[src/rtl/ufa_pkg.sv]
// Shared constants and types of the receive enhancements serial port.
// Assumes a single clock domain and an AHB-Lite register slave.
package ufa_pkg;
   // ***************************************************************
   // Register offsets (byte addresses, one word each)
   // ***************************************************************
   localparam logic [7:0] OFS_SERIAL_CONTROL_REG   = 8'h00;
   localparam logic [7:0] OFS_POWER_CONTROL_REG   = 8'h04;
   localparam logic [7:0] OFS_OWN_ADDRESS_REG  = 8'h08;
   localparam logic [7:0] OFS_ADDRESS_MASK_REG  = 8'h0c;
   localparam logic [7:0] OFS_SBUF   = 8'h10;
   localparam logic [7:0] OFS_RXDIV  = 8'h14;
   localparam logic [7:0] OFS_TXDIV  = 8'h18;
   localparam logic [7:0] OFS_IRQST  = 8'h1c;
   localparam logic [7:0] OFS_IRQMSK = 8'h20;
   // ***************************************************************
   // Field positions
   // ***************************************************************
   localparam int SC_FE  = 7;
   localparam int SC_SM1 = 6;
   localparam int SC_SM2 = 5;
   localparam int SC_REN = 4;
   localparam int SC_TB8 = 3;
   localparam int SC_RB8 = 2;
   localparam int SC_TI  = 1;
   localparam int SC_RI  = 0;
   localparam int PC_FCE = 6;
   localparam int IRQ_RX = 0;
   localparam int IRQ_TX = 1;
   localparam int IRQ_FE = 2;
   localparam int IRQ_W  = 3;
   // ***************************************************************
   // Reset values and timing counts
   // ***************************************************************
   localparam logic [7:0]  ADDR_RST  = 8'h00;
   localparam logic [7:0]  MASK_RST  = 8'h00;
   localparam logic [15:0] DIV_RST   = 16'h006c;
   localparam logic [3:0]  OS_MID    = 4'h7;
   localparam logic [3:0]  OS_LAST   = 4'hf;
   localparam logic [2:0]  LAST_BIT  = 3'h7;
   localparam logic [3:0]  TX_BITS8  = 4'ha;
   localparam logic [3:0]  TX_BITS9  = 4'hb;
   localparam logic [1:0]  MODE0     = 2'h0;
   localparam logic [1:0]  MODE1     = 2'h1;
   // ***************************************************************
   // Types
   // ***************************************************************
   typedef enum logic [2:0] {
      RX_IDLE  = 3'b000,
      RX_START = 3'b001,
      RX_DATA  = 3'b011,
      RX_NINTH = 3'b010,
      RX_STOP  = 3'b110
   } ufa_rx_st_t;
   typedef struct packed {
      logic sm0;
      logic sm1;
      logic sm2;
      logic ren;
      logic tb8;
   } ufa_ctl_t;
   typedef struct packed {
      logic       wr;
      logic [7:0] ofs;
   } ufa_aphase_t;
endpackage

[src/rtl/ufa_top.sv]
// Serial port with framing error check and automatic address recognition.
// Assumes an AHB-Lite master on hclk and an asynchronous rxd pin.
module ufa_top
   import ufa_pkg::*;
#(
   parameter logic [15:0] DIV_DEFAULT = DIV_RST
)(
   input  wire logic        hclk,
   input  wire logic        hresetn,
   input  wire logic        hsel,
   input  wire logic [31:0] haddr,
   input  wire logic [1:0]  htrans,
   input  wire logic        hwrite,
   input  wire logic [2:0]  hsize,
   input  wire logic [31:0] hwdata,
   input  wire logic        hready,
   output logic             hreadyout,
   output logic [31:0]      hrdata,
   output logic             hresp,
   input  wire logic        rxd,
   output logic             txd,
   output logic             irq
);
   // ***************************************************************
   // Bus slave
   // ***************************************************************
   ufa_aphase_t ap_q;
   logic        wr_q, rd_q, rdy_q;
   logic [31:0] rdata_q;
   logic        take;
   assign take = hsel & htrans[1] & hready;
   // Reads take one wait state because the read data is registered.
   always_ff @(posedge hclk or negedge hresetn) begin
      if (!hresetn) begin
         ap_q <= '0;
         wr_q <= 1'b0;
         rd_q <= 1'b0;
         rdy_q <= 1'b1;
      end else begin
         if (take) begin
            ap_q <= '{wr: hwrite, ofs: haddr[7:0]};
         end
         wr_q <= take & hwrite;
         rd_q <= take & ~hwrite;
         rdy_q <= ~(take & ~hwrite);
      end
   end
   logic w_serial_control_reg, w_power_control_reg, w_sadr, w_sadn, w_sbuf, w_rxdv, w_txdv;
   logic w_ist, w_imk;
   assign w_serial_control_reg = wr_q & (ap_q.ofs == OFS_SERIAL_CONTROL_REG);
   assign w_power_control_reg = wr_q & (ap_q.ofs == OFS_POWER_CONTROL_REG);
   assign w_sadr = wr_q & (ap_q.ofs == OFS_OWN_ADDRESS_REG);
   assign w_sadn = wr_q & (ap_q.ofs == OFS_ADDRESS_MASK_REG);
   assign w_sbuf = wr_q & (ap_q.ofs == OFS_SBUF);
   assign w_rxdv = wr_q & (ap_q.ofs == OFS_RXDIV);
   assign w_txdv = wr_q & (ap_q.ofs == OFS_TXDIV);
   assign w_ist  = wr_q & (ap_q.ofs == OFS_IRQST);
   assign w_imk  = wr_q & (ap_q.ofs == OFS_IRQMSK);
   // ***************************************************************
   // Control registers
   // ***************************************************************
   ufa_ctl_t   ctl_q;
   logic       fce_q, fe_q, ri_q, ti_q, rb8_q;
   logic [7:0] own_address_reg_q, address_mask_reg_q, rbuf_q;
   logic [15:0] rxdiv_q, txdiv_q;
   logic [IRQ_W-1:0] ist_q, imk_q;
   logic [1:0] mode;
   logic       chk, mp_on;
   assign mode  = {ctl_q.sm0, ctl_q.sm1};
   assign chk   = fce_q & (mode != MODE0);
   assign mp_on = ctl_q.sm2 & (mode != MODE0);
   always_ff @(posedge hclk or negedge hresetn) begin
      if (!hresetn) begin
         ctl_q   <= '0;
         fce_q   <= 1'b0;
         own_address_reg_q <= ADDR_RST;
         address_mask_reg_q <= MASK_RST;
         rxdiv_q <= DIV_DEFAULT;
         txdiv_q <= DIV_DEFAULT;
         imk_q   <= '0;
      end else begin
         if (w_serial_control_reg) begin
            ctl_q.sm1 <= hwdata[SC_SM1];
            ctl_q.sm2 <= hwdata[SC_SM2];
            ctl_q.ren <= hwdata[SC_REN];
            ctl_q.tb8 <= hwdata[SC_TB8];
            if (!fce_q) ctl_q.sm0 <= hwdata[SC_FE];
         end
         if (w_power_control_reg) fce_q <= hwdata[PC_FCE];
         if (w_sadr) own_address_reg_q <= hwdata[7:0];
         if (w_sadn) address_mask_reg_q <= hwdata[7:0];
         if (w_rxdv) rxdiv_q <= hwdata[15:0];
         if (w_txdv) txdiv_q <= hwdata[15:0];
         if (w_imk) imk_q <= hwdata[IRQ_W-1:0];
      end
   end
   // ***************************************************************
   // Receiver
   // ***************************************************************
   logic       rx_m_q, rx_s_q;
   ufa_rx_st_t st_q;
   logic [3:0] ros_q;
   logic [15:0] rcnt_q;
   logic [2:0] bitn_q;
   logic [7:0] rsh_q;
   logic       ninth_q;
   logic       rtick, smp, ev_d8, ev_nin, ev_stop, done, bit9, accept;
   logic       match, rx_load, fe_set;
   logic [7:0] rx_byte;
   assign rtick = (st_q != RX_IDLE) & (rcnt_q == rxdiv_q);
   assign smp   = rtick & (ros_q == OS_MID);
   assign ev_d8 = smp & (st_q == RX_DATA) & (bitn_q == LAST_BIT);
   assign ev_nin  = smp & (st_q == RX_NINTH);
   assign ev_stop = smp & (st_q == RX_STOP);
   assign rx_byte = (st_q == RX_DATA) ? {rx_s_q, rsh_q[7:1]} : rsh_q;
   // Done follows the stop bit in mode 1 or when checking, else the ninth bit (the last data bit in mode 0).
   assign done = (mode == MODE0) ? ev_d8 :
                 (mode == MODE1) ? ev_stop :
                 (chk ? ev_stop : ev_nin);
   assign bit9 = ((st_q == RX_NINTH) | (mode == MODE1)) ? rx_s_q
                                                         : ninth_q;
   assign accept = ~mp_on | (bit9 & match);
   // A frame that finds the done flag still set is dropped.
   assign rx_load = done & accept & ~ri_q;
   assign fe_set  = ev_stop & chk & ~rx_s_q;
   ufa_addr_match u_match (
      .rx_byte   (rx_byte),
      .own_addr  (own_address_reg_q),
      .addr_mask (address_mask_reg_q),
      .match     (match)
   );
   always_ff @(posedge hclk or negedge hresetn) begin
      if (!hresetn) begin
         rx_m_q <= 1'b1;
         rx_s_q <= 1'b1;
      end else begin
         rx_m_q <= rxd;
         rx_s_q <= rx_m_q;
      end
   end
   always_ff @(posedge hclk or negedge hresetn) begin
      if (!hresetn) begin
         st_q <= RX_IDLE;
         ros_q <= '0;
         rcnt_q <= '0;
         bitn_q <= '0;
         rsh_q <= '0;
         ninth_q <= 1'b0;
      end else begin
         rcnt_q <= (rtick | (st_q == RX_IDLE)) ? 16'h0000
                                               : rcnt_q + 16'h0001;
         if (st_q == RX_IDLE) ros_q <= '0;
         else if (rtick) ros_q <= ros_q + 4'h1;
         if (ev_nin) ninth_q <= rx_s_q;
         unique case (st_q)
            RX_IDLE: if (ctl_q.ren & ~rx_s_q) st_q <= RX_START;
            RX_START: if (smp) begin
               st_q <= rx_s_q ? RX_IDLE : RX_DATA;
               bitn_q <= '0;
            end
            RX_DATA: if (smp) begin
               rsh_q <= rx_byte;
               bitn_q <= bitn_q + 3'h1;
               if (bitn_q == LAST_BIT)
                  st_q <= mode[1] ? RX_NINTH : RX_STOP;
            end
            RX_NINTH: if (smp) st_q <= RX_STOP;
            RX_STOP: if (smp) st_q <= RX_IDLE;
         endcase
      end
   end
   // ***************************************************************
   // Transmitter, on its own divider so rates may differ
   // ***************************************************************
   logic [10:0] tsh_q;
   logic [3:0]  tleft_q, tos_q;
   logic [15:0] tcnt_q;
   logic        tbusy_q, txd_q, ttick, tedge, tx_go, tx_end;
   assign ttick  = tbusy_q & (tcnt_q == txdiv_q);
   assign tedge  = ttick & (tos_q == OS_LAST);
   assign tx_go  = w_sbuf & ~tbusy_q;
   assign tx_end = tedge & (tleft_q == 4'h1);
   always_ff @(posedge hclk or negedge hresetn) begin
      if (!hresetn) begin
         tsh_q <= '1;
         tleft_q <= '0;
         tos_q <= '0;
         tcnt_q <= '0;
         tbusy_q <= 1'b0;
         txd_q <= 1'b1;
      end else begin
         tcnt_q <= (ttick | tx_go) ? 16'h0000 : tcnt_q + 16'h0001;
         txd_q <= tbusy_q ? tsh_q[0] : 1'b1;
         if (tx_go) begin
            tsh_q <= {1'b1, mode[1] ? ctl_q.tb8 : 1'b1,
                      hwdata[7:0], 1'b0};
            tleft_q <= mode[1] ? TX_BITS9 : TX_BITS8;
            tos_q <= '0;
            tbusy_q <= 1'b1;
         end else if (ttick) begin
            tos_q <= tos_q + 4'h1;
            if (tedge) begin
               tsh_q <= {1'b1, tsh_q[10:1]};
               tleft_q <= tleft_q - 4'h1;
               if (tx_end) tbusy_q <= 1'b0;
            end
         end
      end
   end
   // ***************************************************************
   // Flags and interrupt; hardware set wins over software clear
   // ***************************************************************
   logic [IRQ_W-1:0] iev;
   logic             irq_q;
   assign iev = {fe_set, tx_end, rx_load};
   always_ff @(posedge hclk or negedge hresetn) begin
      if (!hresetn) begin
         fe_q <= 1'b0;
         ri_q <= 1'b0;
         ti_q <= 1'b0;
         rb8_q <= 1'b0;
         rbuf_q <= '0;
         ist_q <= '0;
         irq_q <= 1'b0;
      end else begin
         fe_q <= fe_set | ((w_serial_control_reg & fce_q) ? hwdata[SC_FE] : fe_q);
         ri_q <= rx_load | (w_serial_control_reg ? hwdata[SC_RI] : ri_q);
         ti_q <= tx_end | (w_serial_control_reg ? hwdata[SC_TI] : ti_q);
         if (rx_load) begin
            rbuf_q <= rx_byte;
            rb8_q <= bit9;
         end else if (w_serial_control_reg) begin
            rb8_q <= hwdata[SC_RB8];
         end
         ist_q <= iev | (ist_q & ~(w_ist ? hwdata[IRQ_W-1:0] : '0));
         irq_q <= |((iev | ist_q) & imk_q);
      end
   end
   // ***************************************************************
   // Read data
   // ***************************************************************
   logic [7:0]  serial_control_reg_rd;
   logic [31:0] rmux;
   assign serial_control_reg_rd = {fce_q ? fe_q : ctl_q.sm0,
                     ctl_q.sm1, ctl_q.sm2, ctl_q.ren, ctl_q.tb8,
                     rb8_q, ti_q, ri_q};
   always_comb begin
      rmux = 32'h0000_0000;
      unique case (ap_q.ofs)
         OFS_SERIAL_CONTROL_REG:   rmux[7:0] = serial_control_reg_rd;
         OFS_POWER_CONTROL_REG:   rmux[PC_FCE] = fce_q;
         OFS_OWN_ADDRESS_REG:  rmux[7:0] = own_address_reg_q;
         OFS_ADDRESS_MASK_REG:  rmux[7:0] = address_mask_reg_q;
         OFS_SBUF:   rmux[7:0] = rbuf_q;
         OFS_RXDIV:  rmux[15:0] = rxdiv_q;
         OFS_TXDIV:  rmux[15:0] = txdiv_q;
         OFS_IRQST:  rmux[IRQ_W-1:0] = ist_q;
         OFS_IRQMSK: rmux[IRQ_W-1:0] = imk_q;
         default:    rmux = 32'h0000_0000;
      endcase
   end
   always_ff @(posedge hclk or negedge hresetn) begin
      if (!hresetn) rdata_q <= '0;
      else if (rd_q) rdata_q <= rmux;
   end
   assign hreadyout = rdy_q;
   assign hrdata    = rdata_q;
   assign hresp     = 1'b0;
   assign txd       = txd_q;
   assign irq       = irq_q;
endmodule

[src/rtl/ufa_addr_match.sv]
// Address comparator for multiprocessor address frames.
// Assumes own address and mask come from registers; purely combinational.
module ufa_addr_match
   import ufa_pkg::*;
(
   input  wire logic [7:0] rx_byte,
   input  wire logic [7:0] own_addr,
   input  wire logic [7:0] addr_mask,
   output logic            match
);
   // Zero mask bits are don't-care in the given address.
   logic [7:0] bcast;
   logic       given_hit;
   logic       bcast_hit;
   assign given_hit = ((rx_byte ^ own_addr) & addr_mask) == 8'h00;
   assign bcast     = own_addr | addr_mask;
   assign bcast_hit = ((rx_byte ^ bcast) & bcast) == 8'h00;
   assign match     = given_hit | bcast_hit;
endmodule

[config.mk]
export PLATFORM = sky130hd
export DESIGN_NAME = ufa_top
export DESIGN_NICKNAME = d
export VERILOG_FILES = /design/src/rtl/ufa_pkg.sv /design/src/rtl/ufa_top.sv /design/src/rtl/ufa_addr_match.sv
export SDC_FILE = /design/constraint.sdc
export NUM_CORES = 1
export LEC_CHECK = 0
export BUFFER_PORTS_ARGS = -buffer_cell sky130_fd_sc_hd__clkbuf_2
export CAP_MARGIN = 20
export CORE_MARGIN = 5
export CORE_UTILIZATION = 44
export DETAILED_ROUTE_END_ITERATION = 8
export PLACE_DENSITY = 0.72
export SLEW_MARGIN = 10
export SYNTH_ARGS = -nofsm -noshare
export SYNTH_HDL_FRONTEND = slang
export SYNTH_SLANG_ARGS = --single-unit
export TNS_END_PERCENT = 100
[constraint.sdc]
create_clock -name hclk -period 2.4 [get_ports hclk]
set_input_delay 0 -clock hclk [delete_from_list [all_inputs] [get_ports hclk]]
set_output_delay 0 -clock hclk [all_outputs]
set_load 0.01 [all_outputs]
Word level (Yosys, flattened, before mapping):

Index checks and enable logic that the tools add are counted.

* flip-flop bits (word level): 174
* input port bits: 75
* output and inout bits: 36
* word-level logic and storage cells: 192

* add/subtract/negate cells: 6
* equal/unequal tests: 25
* mux-type cells: 47
* bitwise operators: 57
* reduce and logical (&&, ||, !) cells: 20

Operators with widths (number)
* $mux 11: 3
* $add 16x1->16 const B: 2
* $and 1x1->1: 32
* $eq 16x16->1: 2
* $eq 8x5->1 const B: 4
* $mux 16: 2
* $mux 4: 7
* $mux 3: 9
* $logic_not 8->1: 3
* $pmux 3 s8: 1
* $pmux 3 s6: 1
* $mux 1: 17
* $and 8x8->8: 2
* $eq 8x4->1 const B: 2
* $pmux 8 s2: 1
* $xor 8x8->8: 2
* $pmux 3 s5: 1
* $reduce_bool 2->1: 7
* $add 4x1->4 const B: 2
* $eq 8x3->1 const B: 1
* $eq 8x6->1 const B: 1
* $mux 8: 1
* $ne 2x2->1 const B: 4
* $or 1x1->1: 8
* 26 further kinds: 40

Logic depth before layout (Yosys ltp):

Gate-level depths: netlist (run 1).

* depth in word-level cells: 13
* gate-level depth with buffers: 10
* depth with buffers taken out: 8

Modules after synthesis:

A second synthesis (run 1) with hierarchy kept.

* cell total of the unflattened synthesis: 751
* area, all modules: 8423.1 um^2

By module, submodules not included
* ufa_top: times used 1, cells an instance 725, area an instance 8237.9 um^2, sequential area each 4356.7 um^2
* ufa_addr_match: times used 1, cells an instance 26, area an instance 185.2 um^2, sequential area each 0.0 um^2

Worst setup path before layout (run 1):

OpenSTA, ideal clock, no wires.

* path kind: reg2reg
* start point: register rxdiv_q[3]
* end point: register rbuf_q[3]
* library setup time: 125 ps
* data arrival time: 2163 ps
* required time: 2275 ps
* setup slack: 112 ps
* stages on the path, launching flop included: 10
* path buffers: 2
* period minus slack after synthesis: 2288 ps
* path through: dfstp_2 xnor2_1 nand4_1 nor4_2 buf_4 nand3_1 o22ai_1 nand3_2 buf_6 mux2_4

* word-level cells in the longest chain between the ends: 9
* elaborated cells between the ends (all ways): 12
* those cells by class: 1 x eq/ne; 3 x mux; 8 x bitwise

Ends and longest elaborated chain
* start, declared: line ufa_top.sv:65 `logic [15:0] rxdiv_q, txdiv_q;`
* start signal, assigned: line ufa_top.sv:92 `if (w_rxdv) rxdiv_q <= hwdata[15:0];`
* $eq 16x16->1 *: line ufa_top.sv:110 `assign rtick = (st_q != RX_IDLE) & (rcnt_q == rxdiv_q);`
* $and 1x1->1 *: line ufa_top.sv:110
* $and 1x1->1 *: line ufa_top.sv:111 `assign smp = rtick & (ros_q == OS_MID);`
* $and 1x1->1 (on tied branches): line ufa_top.sv:113, ufa_top.sv:114
* $mux 1: line ufa_top.sv:119 `(chk ? ev_stop : ev_nin);`
* $mux 1: line ufa_top.sv:118 `(mode == MODE1) ? ev_stop :`
* $mux 1 *: line ufa_top.sv:117 `assign done = (mode == MODE0) ? ev_d8 :`
* $and 1x1->1 * (2 in a row): line ufa_top.sv:124 `assign rx_load = done & accept & ~ri_q;`
* end signal, assigned: line ufa_top.sv:230 `rbuf_q <= rx_byte;`
* end, declared: line ufa_top.sv:64 `logic [7:0] own_address_reg_q, address_mask_reg_q, rbuf_q;`

Every way passes the cells marked *; elsewhere a longest branch is shown, timed or not.
A chain may end at the register's enable or synchronous reset.

Final worst setup path (run 1):

* start point: register rxdiv_q[3]
* end point: register rbuf_q[7]

Same word-level chain as after synthesis.

==> impl_metrics.json, run 1 <==
{
  "status": "completed",
  "startpoint_type": "register",
  "grt.overflow.total": 0,
  "vdd.ir_drop.worst_mv": 0.544,
  "num_antenna_cells": 0,
  "worstPathArrival_ps": 2710,
  "viasPerCell": 5.38,
  "crit_fanout": 12,
  "required_ps": 2720,
  "coreArea_um2": 19400,
  "worstMarginPinSlew_ps": 504,
  "grt_pass1_wl_mm": 33.4,
  "path_clk_slew_ps": 70,
  "vias": 6336,
  "avgSynthCellArea_um2": 10.8,
  "synth-edff-count": 0,
  "final_cell_mix": "151 x dfrtp_1, 92 x nor2_1, 78 x mux2_2",
  "cts_made_buffers": 17,
  "antenna_found_initial": 0,
  "reg2reg_depth": 9,
  "first_global_vias": 6267,
  "drc": 0,
  "gp_congestion": 0.922,
  "synthArstFlopShare_pct": 100,
  "wl_per_cell_um": 17.5,
  "cts_tree": "built",
  "synthCells": 801,
  "io_buffer_count": 49,
  "min_period_over_period_pct": 99.9,
  "rows": 51,
  "die_height_um": 150,
  "dp_hpwl_mm": 14.5,
  "routed_wl_mm": 20.5,
  "dr.pass1.iters": 6,
  "worst_setup_path_end_kind": "register",
  "cts.path.max_buffers": 2,
  "cts-root-buf": "clkbuf_16",
  "fin_nets": 982,
  "cts_max_level": 4,
  "rsz0062_at_grt": "yes",
  "initial_core_util_pct": 44.5,
  "min_path_type": "in -> reg",
  "syn_area_um2": 8630,
  "grt_usage_pct": 19.0,
  "clock_skew_ps": 16.3,
  "whs_path_depth": 3,
  "yosysSeqAreaShare_pct": 50.5,
  "syn_to_final_growth_pct": 17.8,
  "synth_seq_cells": 173,
  "drv_cap": 0,
  "clk_latency_ps": 440,
  "p_leak_nw": 4.44,
  "numClockSinks": 173,
  "hold_viol_final": 0,
  "layout_min_cycle_time_ps": 2400,
  "fmax_mhz": 417,
  "synth_cell_type_count": 61,
  "path_class": "reg -> reg",
  "final_common_cell": "dfrtp_1",
  "drt-initial-drc-count": 473,
  "ant_nets": 0,
  "slew_viol_final": 0,
  "fillers": 1689,
  "reg2reg_slack_ps": 4,
  "powerDensity_nw_per_um2": 708,
  "slew_headroom_pct": 66.4,
  "layout-drive-gt1-share_pct": 26.4,
  "final_cells": 1177,
  "dp_cells": 1118,
  "fin_util_pct": 52.4,
  "grt_max_degree": 60,
  "ys.flop_type": "dfrtp_1",
  "num_io_pins": 111,
  "ys_warn_count": 0,
  "dieArea_um2": 22500,
  "die_w_um": 150,
  "finalSetupViolCount": 0
}
==> layout make-up <==
type                            instances  area (um2)  area share, %
Multi-Input combinational cell        572        4000           39.4
Timing Repair Buffer                  114         828           8.15
Clock inverter                         11         110           1.08
Clock buffer                           21         460           4.53
Tap cell                              265         332           3.26
Sequential cell                       173        4360           42.8
Inverter                               21        78.8          0.775
==> path summary, 6_finish.rpt <==
path,endpoint,from
max,rbuf_q[7],rxdiv_q[3]
min,tsh_q[7],hwdata[6]
max reg2reg,rbuf_q[7],rxdiv_q[3]
min reg2reg,rx_s_q,rx_m_q
max in group asynchronous,txdiv_q[3],hresetn
min in group asynchronous,rcnt_q[12],hresetn
==> logic make-up (layout without fill, tap and decap cells) <==
kind of cell / after synthesis / count (layout) / share of synthesized area [%]
buffers and inverters: 72 / 167 / 4.19
DFF: 173 / 173 / 50.5
adders and majority gates: 8 / 8 / 1.16
and+or+nand+nor: 260 / 260 / 14.5
xor gates and xnor gates: 78 / 78 / 7.91
other: 1 / 17 / 0.0434
AOI/OAI and AO/OA: 114 / 114 / 9.25
muxes: 95 / 95 / 12.5
==> cell usage after synthesis, types with 8 or more instances <==
library cell    n  share of area, %
xor2_1         32               3.2
nand4_1        14               1.0
nor3_1         14              0.81
inv_1          21              0.91
a21oi_1        11              0.64
nand2_1        67               2.9
ha_1            8               1.2
xnor2_1        46               4.7
o22ai_1         8              0.58
nor2_1         92               4.0
nand3_1        27               1.6
o21ai_0        19               1.1
mux2i_1        11               1.3
buf_4          18               1.6
a22oi_1        38               3.3
dfrtp_1       151                44
nand2b_1        8              0.58
clkbuf_1       23               1.0
mux2_2         78                10
dfstp_2        22               6.7
==> where the power goes <==
| part | switching [mW] | internal [mW] | total [mW] |
|---|---|---|---|
| clock network | 1.18 | 1.50 | 2.68 |
| logic | 0.517 | 0.485 | 1.00 |
| registers | 0.314 | 3.21 | 3.52 |
==> sequential cells by signal (all words and copies together) (netlist names), 10 cells and up <==
name	count
tcnt_q	16
txdiv_q	16
rcnt_q	16
hrdata	16
tsh_q	10
rxdiv_q	16
==> what timing repair did <==
action                                 CTS  global route
endpoints found under the hold margin  147             0
hold buffers                            24             0
setup endpoints to repair                6             8
resized for setup                        1             7
pin swaps                                0             2
buffers inserted                         1             2
==> per-layer routing <==
layer	track usage [%]	routed length, um	vias to the layer above
met5	0	0	-
met4	4.94	280	0
met3	4.03	1190	18
met2	29.8	9450	204
met1	27.1	9630	3136
li1	-	-	2978
==> critical path, stage by stage (launching register included) <==
cell     delay [ps]
dfstp_2         560
xnor2_1         130
nand4_1         130
nor4_2          370
buf_4           210
nand4_2         140
o21ai_2         170
nand3_2         110
buf_12          170
mux2_4          290
==> through the flow <==
stage               power (mW)  instance area [um2]  setup WS (ps)  hold slack, ps  TNS, ps
finish                    7.20                10200           3.52            24.7        0
global route              7.55                10200          -18.8            35.5    -91.9
CTS                       7.25                10100           20.3            15.3        0
detailed placement        4.53                 9310          -64.4           -18.1    -64.4
global placement          4.49                 9310          -59.2           -24.9    -59.2
floorplan                 4.14                 8690            112            -296        0
(Power assumes the default switching activity.)
==> run 2: changes to the inputs <==
--- a/config.mk
+++ b/config.mk
@@ -6,11 +6,11 @@
 export NUM_CORES = 1
 export LEC_CHECK = 0
 export BUFFER_PORTS_ARGS = -buffer_cell sky130_fd_sc_hd__clkbuf_2
-export CAP_MARGIN = 20
 export CORE_MARGIN = 5
 export CORE_UTILIZATION = 44
 export DETAILED_ROUTE_END_ITERATION = 8
 export PLACE_DENSITY = 0.72
+export SETUP_SLACK_MARGIN = 0.2
 export SLEW_MARGIN = 10
 export SYNTH_ARGS = -nofsm -noshare
 export SYNTH_HDL_FRONTEND = slang
==> run 2 against run 1 <==
The flow now finishes with violations (negative hold slack); sequential cell count did not move; largest cell class unchanged; setup slack improved by 11 ps; sequential share of layout area fell by 1.8 points; combinational power rose by 12%; count of clock-buffer cells in the layout fell by 2; maximum frequency rose by 0.47%; critical endpoint is now rbuf_q[2]; die area did not move; global-route usage rose by 0.50 points; cell count rose by 2.0%.
==> impl_metrics.json, run 2 (synthesis results as in run 1) <==
{
  "io_buffer_count": 49,
  "cts.path.max_buffers": 2,
  "hold_viol_final": 1,
  "first_global_vias": 6466,
  "antenna_found_initial": 0,
  "vdd.ir_drop.worst_mv": 0.484,
  "num_io_pins": 111,
  "dr.pass1.iters": 5,
  "p_int_mw": 5.42,
  "powerDensity_nw_per_um2": 705,
  "fmax_mhz": 419,
  "crit_top_cell": "mux2_2",
  "crit_chain": "nand3b_1 > buf_6 > mux2_2 > o22a_1 > a31oi_1 > o31ai_2 > nand3_2 > buf_12 > mux2_2",
  "layout-drive-gt1-share_pct": 32.2,
  "routed_wl_mm": 21.2,
  "drc": 0,
  "whs_ps": -1.27,
  "cts_max_level": 4,
  "grt.overflow.total": 0,
  "wl_per_cell_um": 17.6,
  "power_frac_seq_pct": 47.2,
  "dp_hpwl_mm": 14.6,
  "layout_min_cycle_time_ps": 2390,
  "violations": "negative hold slack",
  "pre_cts_slack_ps": 11.4,
  "rsz0062_at_grt": "yes",
  "grt_pass1_wl_mm": 34.2,
  "whs_path_depth": 3,
  "final_cells": 1200,
  "wl_met2_mm": 10.0,
  "worst_setup_path_end_kind": "register",
  "fillers": 1648,
  "setup_ws_ps": 14.8,
  "path_class": "reg -> reg",
  "coreArea_um2": 19400,
  "slowest_delay_ps": 400,
  "ant_nets": 0,
  "dieArea_um2": 22500,
  "p_leak_nw": 4.60,
  "clk_latency_ps": 430,
  "cts-root-buf": "clkbuf_16",
  "pwr-share-clk_pct": 37.9,
  "total_power_mw": 7.49,
  "worstMarginPinSlew_ps": 738,
  "required_ps": 2710,
  "die_w_um": 150,
  "final_cell_mix": "148 x dfrtp_1, 78 x nor2_1, 78 x mux2_2",
  "cp_slowest_cell": "dfrtp_1",
  "grt_usage_pct": 19.5,
  "grt_max_degree": 81,
  "wl_met3_mm": 1.22,
  "numClockSinks": 173,
  "startpoint_type": "register",
  "num_antenna_cells": 0,
  "dp_cells": 1120,
  "crit_fanout": 12,
  "final_common_cell": "dfrtp_1",
  "slew_viol_final": 0,
  "clock_skew_ps": 10.8,
  "min_path_type": "in -> reg",
  "pwr-share-comb_pct": 14.9,
  "syn_to_final_growth_pct": 23.1,
  "reg2reg_depth": 9,
  "fin_nets": 1005,
  "topRoutingLayerUsed": "met4",
  "power_switching_mw": 2.07,
  "drt-initial-drc-count": 480,
  "cts_made_buffers": 17,
  "initial_core_util_pct": 44.5,
  "worstPathArrival_ps": 2700,
  "viasPerCell": 5.40,
  "path_clk_slew_ps": 60,
  "cts_tree": "built",
  "route.layer.met1.wl_mm": 9.41,
  "gp_congestion": 0.934,
  "die_height_um": 150,
  "finalSetupViolCount": 0,
  "swShare_pct": 27.6,
  "rows": 51,
  "status": "complete, but fails checks",
  "drv_cap": 0,
  "slew_headroom_pct": 50.8,
  "vias": 6480,
  "min_period_over_period_pct": 99.4
}
run 2: cell type report:
class                   instances  area [um2]  share of cell area (%)
multi-input cells             572        4210                    39.6
flip-flops and latches        173        4360                    41.0
clock buffers                  19         443                    4.17
clock inverters                13         165                    1.55
well taps                     265         332                    3.12
repair buffers                137        1040                    9.78
inverters                      21        78.8                   0.742
run 2: metal layers:
| metal | global-route usage, % | vias up |
|---|---|---|
| li1 | - | 3019 |
| met1 | 27.2 | 3219 |
| met2 | 30.3 | 199 |
| met3 | 4.39 | 43 |
| met4 | 6.59 | 0 |
| met5 | 0 | - |
run 2: critical path: cells and delay by family, from the launching register on:
kind / cells / cell delay, ps
buf+inv: 2 / 340
mux: 2 / 620
compound gates: 3 / 520
simple gates: 2 / 380
flops: 1 / 400
run 2: path summary, 6_finish.rpt:
check | slack [ps] | endpoint | start
worst max register to register | 10 | rbuf_q[2] | st_q[2]
worst max-delay path | 10 | rbuf_q[2] | st_q[2]
worst min register to register | 360 | rx_s_q | rx_m_q
min in group asynchronous | 190 | rcnt_q[9] | hresetn
max in group asynchronous | 1370 | txd | hresetn
worst min-delay path | -1 | tsh_q[5] | hwdata[4]
run 2: through the flow:
| step | area (um2) | util [%] | TNS [ps] | hold WS, ps |
|---|---|---|---|---|
| after floorplan | 8700 | - | 0 | -296 |
| after global placement | 9330 | 48.1 | 0 | 92.4 |
| after detailed placement | 9330 | 48.1 | 0 | 93.3 |
| after CTS | 10300 | 53.3 | 0 | 4.95 |
| after global routing | 10600 | 54.8 | -1050 | 10.9 |
| final | 10600 | 54.8 | 0 | -1.27 |
run 2: timing repair:
action / in CTS / in global routing
hold buffers: 23 / 3
endpoints found under the setup margin: 22 / 49
hold endpoints to repair: 118 / 3
gates cloned: 1 / 0
setup buffers: 15 / 6
pin swaps: 6 / 25
gates resized for setup: 11 / 56
run 2: power groups by stage:
stage,Clock (mW),Combinational (mW),Sequential [mW]
detailed placement,0,0.960,3.58
global placement,0,0.931,3.57
global route,3.03,1.26,3.56
finish,2.84,1.12,3.53
floorplan,0,0.640,3.50
CTS,2.90,1.06,3.52
==> run 3: changes to the inputs <==
--- a/config.mk
+++ b/config.mk
@@ -5,7 +5,7 @@
 export SDC_FILE = /design/constraint.sdc
 export NUM_CORES = 1
 export LEC_CHECK = 0
-export BUFFER_PORTS_ARGS = -buffer_cell sky130_fd_sc_hd__clkbuf_2
+export BUFFER_PORTS_ARGS = -buffer_cell sky130_fd_sc_hd__buf_4
 export CORE_MARGIN = 5
 export CORE_UTILIZATION = 44
 export DETAILED_ROUTE_END_ITERATION = 8
==> run 3 against run 2 <==
The flow now finishes without violations; count of clock-buffer cells in the layout up 3; routed wire length up 1.7%; combinational power down 4%; sequential cell count unchanged; global-route usage about the same; die area unchanged; setup slack better by 80 ps; register-to-register slack better by 80 ps; largest power group unchanged.
==> impl_metrics.json, run 3 (synthesis results as in run 1) <==
{
  "cts_tree": "built",
  "num_antenna_cells": 0,
  "drc": 0,
  "num_io_pins": 111,
  "cts-root-buf": "clkbuf_16",
  "slew_headroom_pct": 54.8,
  "cts_max_level": 4,
  "routed_wl_mm": 21.5,
  "die_height_um": 150,
  "min_period_over_period_pct": 96.0,
  "total_power_mw": 7.63,
  "reg2reg_depth": 9,
  "grt.overflow.total": 0,
  "final_cell_mix": "150 x dfrtp_1, 101 x buf_4, 90 x nor2_1",
  "gp_congestion": 0.912,
  "fin_tns_setup_ps": 0,
  "r2r-end": "rbuf_q[4]",
  "cp-startpoint": "rxdiv_q[2]",
  "viasPerCell": 5.36,
  "regToRegStartpoint": "rxdiv_q[2]",
  "powerDensity_nw_per_um2": 709,
  "final_cells": 1204,
  "grt_pass1_wl_mm": 34.3,
  "fin_nets": 1009,
  "finalSetupViolCount": 0,
  "worstMarginPinSlew_ps": 678,
  "slowest_delay_ps": 570,
  "required_ps": 2710,
  "drt-initial-drc-count": 480,
  "slew_viol_final": 0,
  "numClockSinks": 173,
  "path_class": "reg -> reg",
  "dp_hpwl_mm": 14.5,
  "final_common_cell": "dfrtp_1",
  "reg2reg_slack_ps": 100,
  "worst_setup_path_end_kind": "register",
  "path_clk_slew_ps": 70,
  "crit_path_end": "rbuf_q[4]",
  "cts_made_buffers": 17,
  "status": "completed",
  "vias": 6458,
  "clk_latency_ps": 430,
  "crit_fanout": 12,
  "drv_cap": 0,
  "dp_cells": 1119,
  "die_w_um": 150,
  "layout_min_cycle_time_ps": 2300,
  "p_leak_nw": 4.70,
  "ant_nets": 0,
  "coreArea_um2": 19400,
  "cts.path.max_buffers": 2,
  "rsz0062_at_grt": "yes",
  "vdd.ir_drop.worst_mv": 0.451,
  "crit_chain": "xnor2_2 > nand4_1 > nor4_2 > buf_4 > nand3_4 > o22ai_2 > nand3_2 > buf_12 > mux2_4",
  "layout-drive-gt1-share_pct": 29.9,
  "fmax_mhz": 434,
  "dr.pass1.iters": 5,
  "startpoint_type": "register",
  "hold_viol_final": 0,
  "grt_usage_pct": 19.5,
  "worstPathArrival_ps": 2610,
  "grt_max_degree": 72,
  "dieArea_um2": 22500,
  "antenna_found_initial": 0,
  "first_global_vias": 6446,
  "io_buffer_count": 49,
  "rows": 51,
  "syn_to_final_growth_pct": 24.7,
  "wl_per_cell_um": 17.9,
  "clock_skew_ps": 8.58,
  "initial_core_util_pct": 44.5,
  "cp_slowest_cell": "dfstp_2",
  "min_path_type": "in -> reg",
  "hp-start": "hready"
}
[run 3: cell count changes in the layout (fill, tap and decap cells not counted), moves of 5 or more]
cell        previous run  this run
nor2_2                 9         2
clkinvlp_4             6         1
nor2_1                78        90
a22oi_1               31        38
clkbuf_2              48         0
a22oi_2                7         0
nor2_4                 5         0
buf_4                 51       101
[run 3: worst max-delay path, delay by kind of cell (launching register included)]
| family | cells | cell delay, ps |
|---|---|---|
| AOI/OAI and AO/OA | 1 | 160 |
| xor gates and xnor gates | 1 | 110 |
| buffers and inverters | 2 | 390 |
| DFF | 1 | 570 |
| muxes | 1 | 290 |
| and+or+nand+nor | 4 | 660 |
[run 3: how the worst min path moves through the flow]
stage,endpoint,depth (start not counted)
final,wr_q,3
after global routing,wr_q,3
after CTS,wr_q,3
after detailed placement,rcnt_q[14],1
after global placement,rcnt_q[13],1
after floorplan,address_mask_reg_q[0],0
[run 3: power breakdown]
part           internal (mW)  total [mW]  leakage [nW]  switching (mW)
clock network           1.91        3.02         0.315            1.11
logic                  0.542        1.08          2.27           0.534
registers               3.21        3.54          2.11           0.328
total                   5.66        7.63          4.70            1.98
[run 3: through the flow]
step,setup WS [ps],utilization (%),hold slack [ps],instance area (um2)
2_1_floorplan,173,-,-296,8700
3_3_place_gp,41.9,48.7,49.2,9440
3_5_place_dp,19.1,48.7,60.3,9440
4_1_cts,113,54.1,88.2,10500
5_1_grt,8.81,55.5,134,10800
6_report,95.0,55.5,106,10800
[run 3: layer usage]
| layer | routed length, um | global-route usage [%] |
|---|---|---|
| met1 | 9430 | 27.0 |
| met2 | 10300 | 31.1 |
| met3 | 1420 | 4.30 |
| met4 | 395 | 5.44 |
| met5 | 0 | 0 |
[run 3: what timing repair did]
| item | CTS | global route |
|---|---|---|
| hold endpoints to repair | 141 | 0 |
| setup buffers | 10 | 14 |
| gates cloned | 0 | 2 |
| pin swaps | 4 | 15 |
| resized for setup | 9 | 36 |
| hold buffers | 27 | 0 |
| endpoints found under the setup margin | 12 | 51 |
[run 3: area by class of cell]
cell class	instances	area (um2)
fill	1614	8630
sequential	173	4360
multi-input combinational	573	4160
timing repair buffer	140	1190
clock buffer	22	464
tap	265	332
clock inverter	10	185
inverter	21	78.8
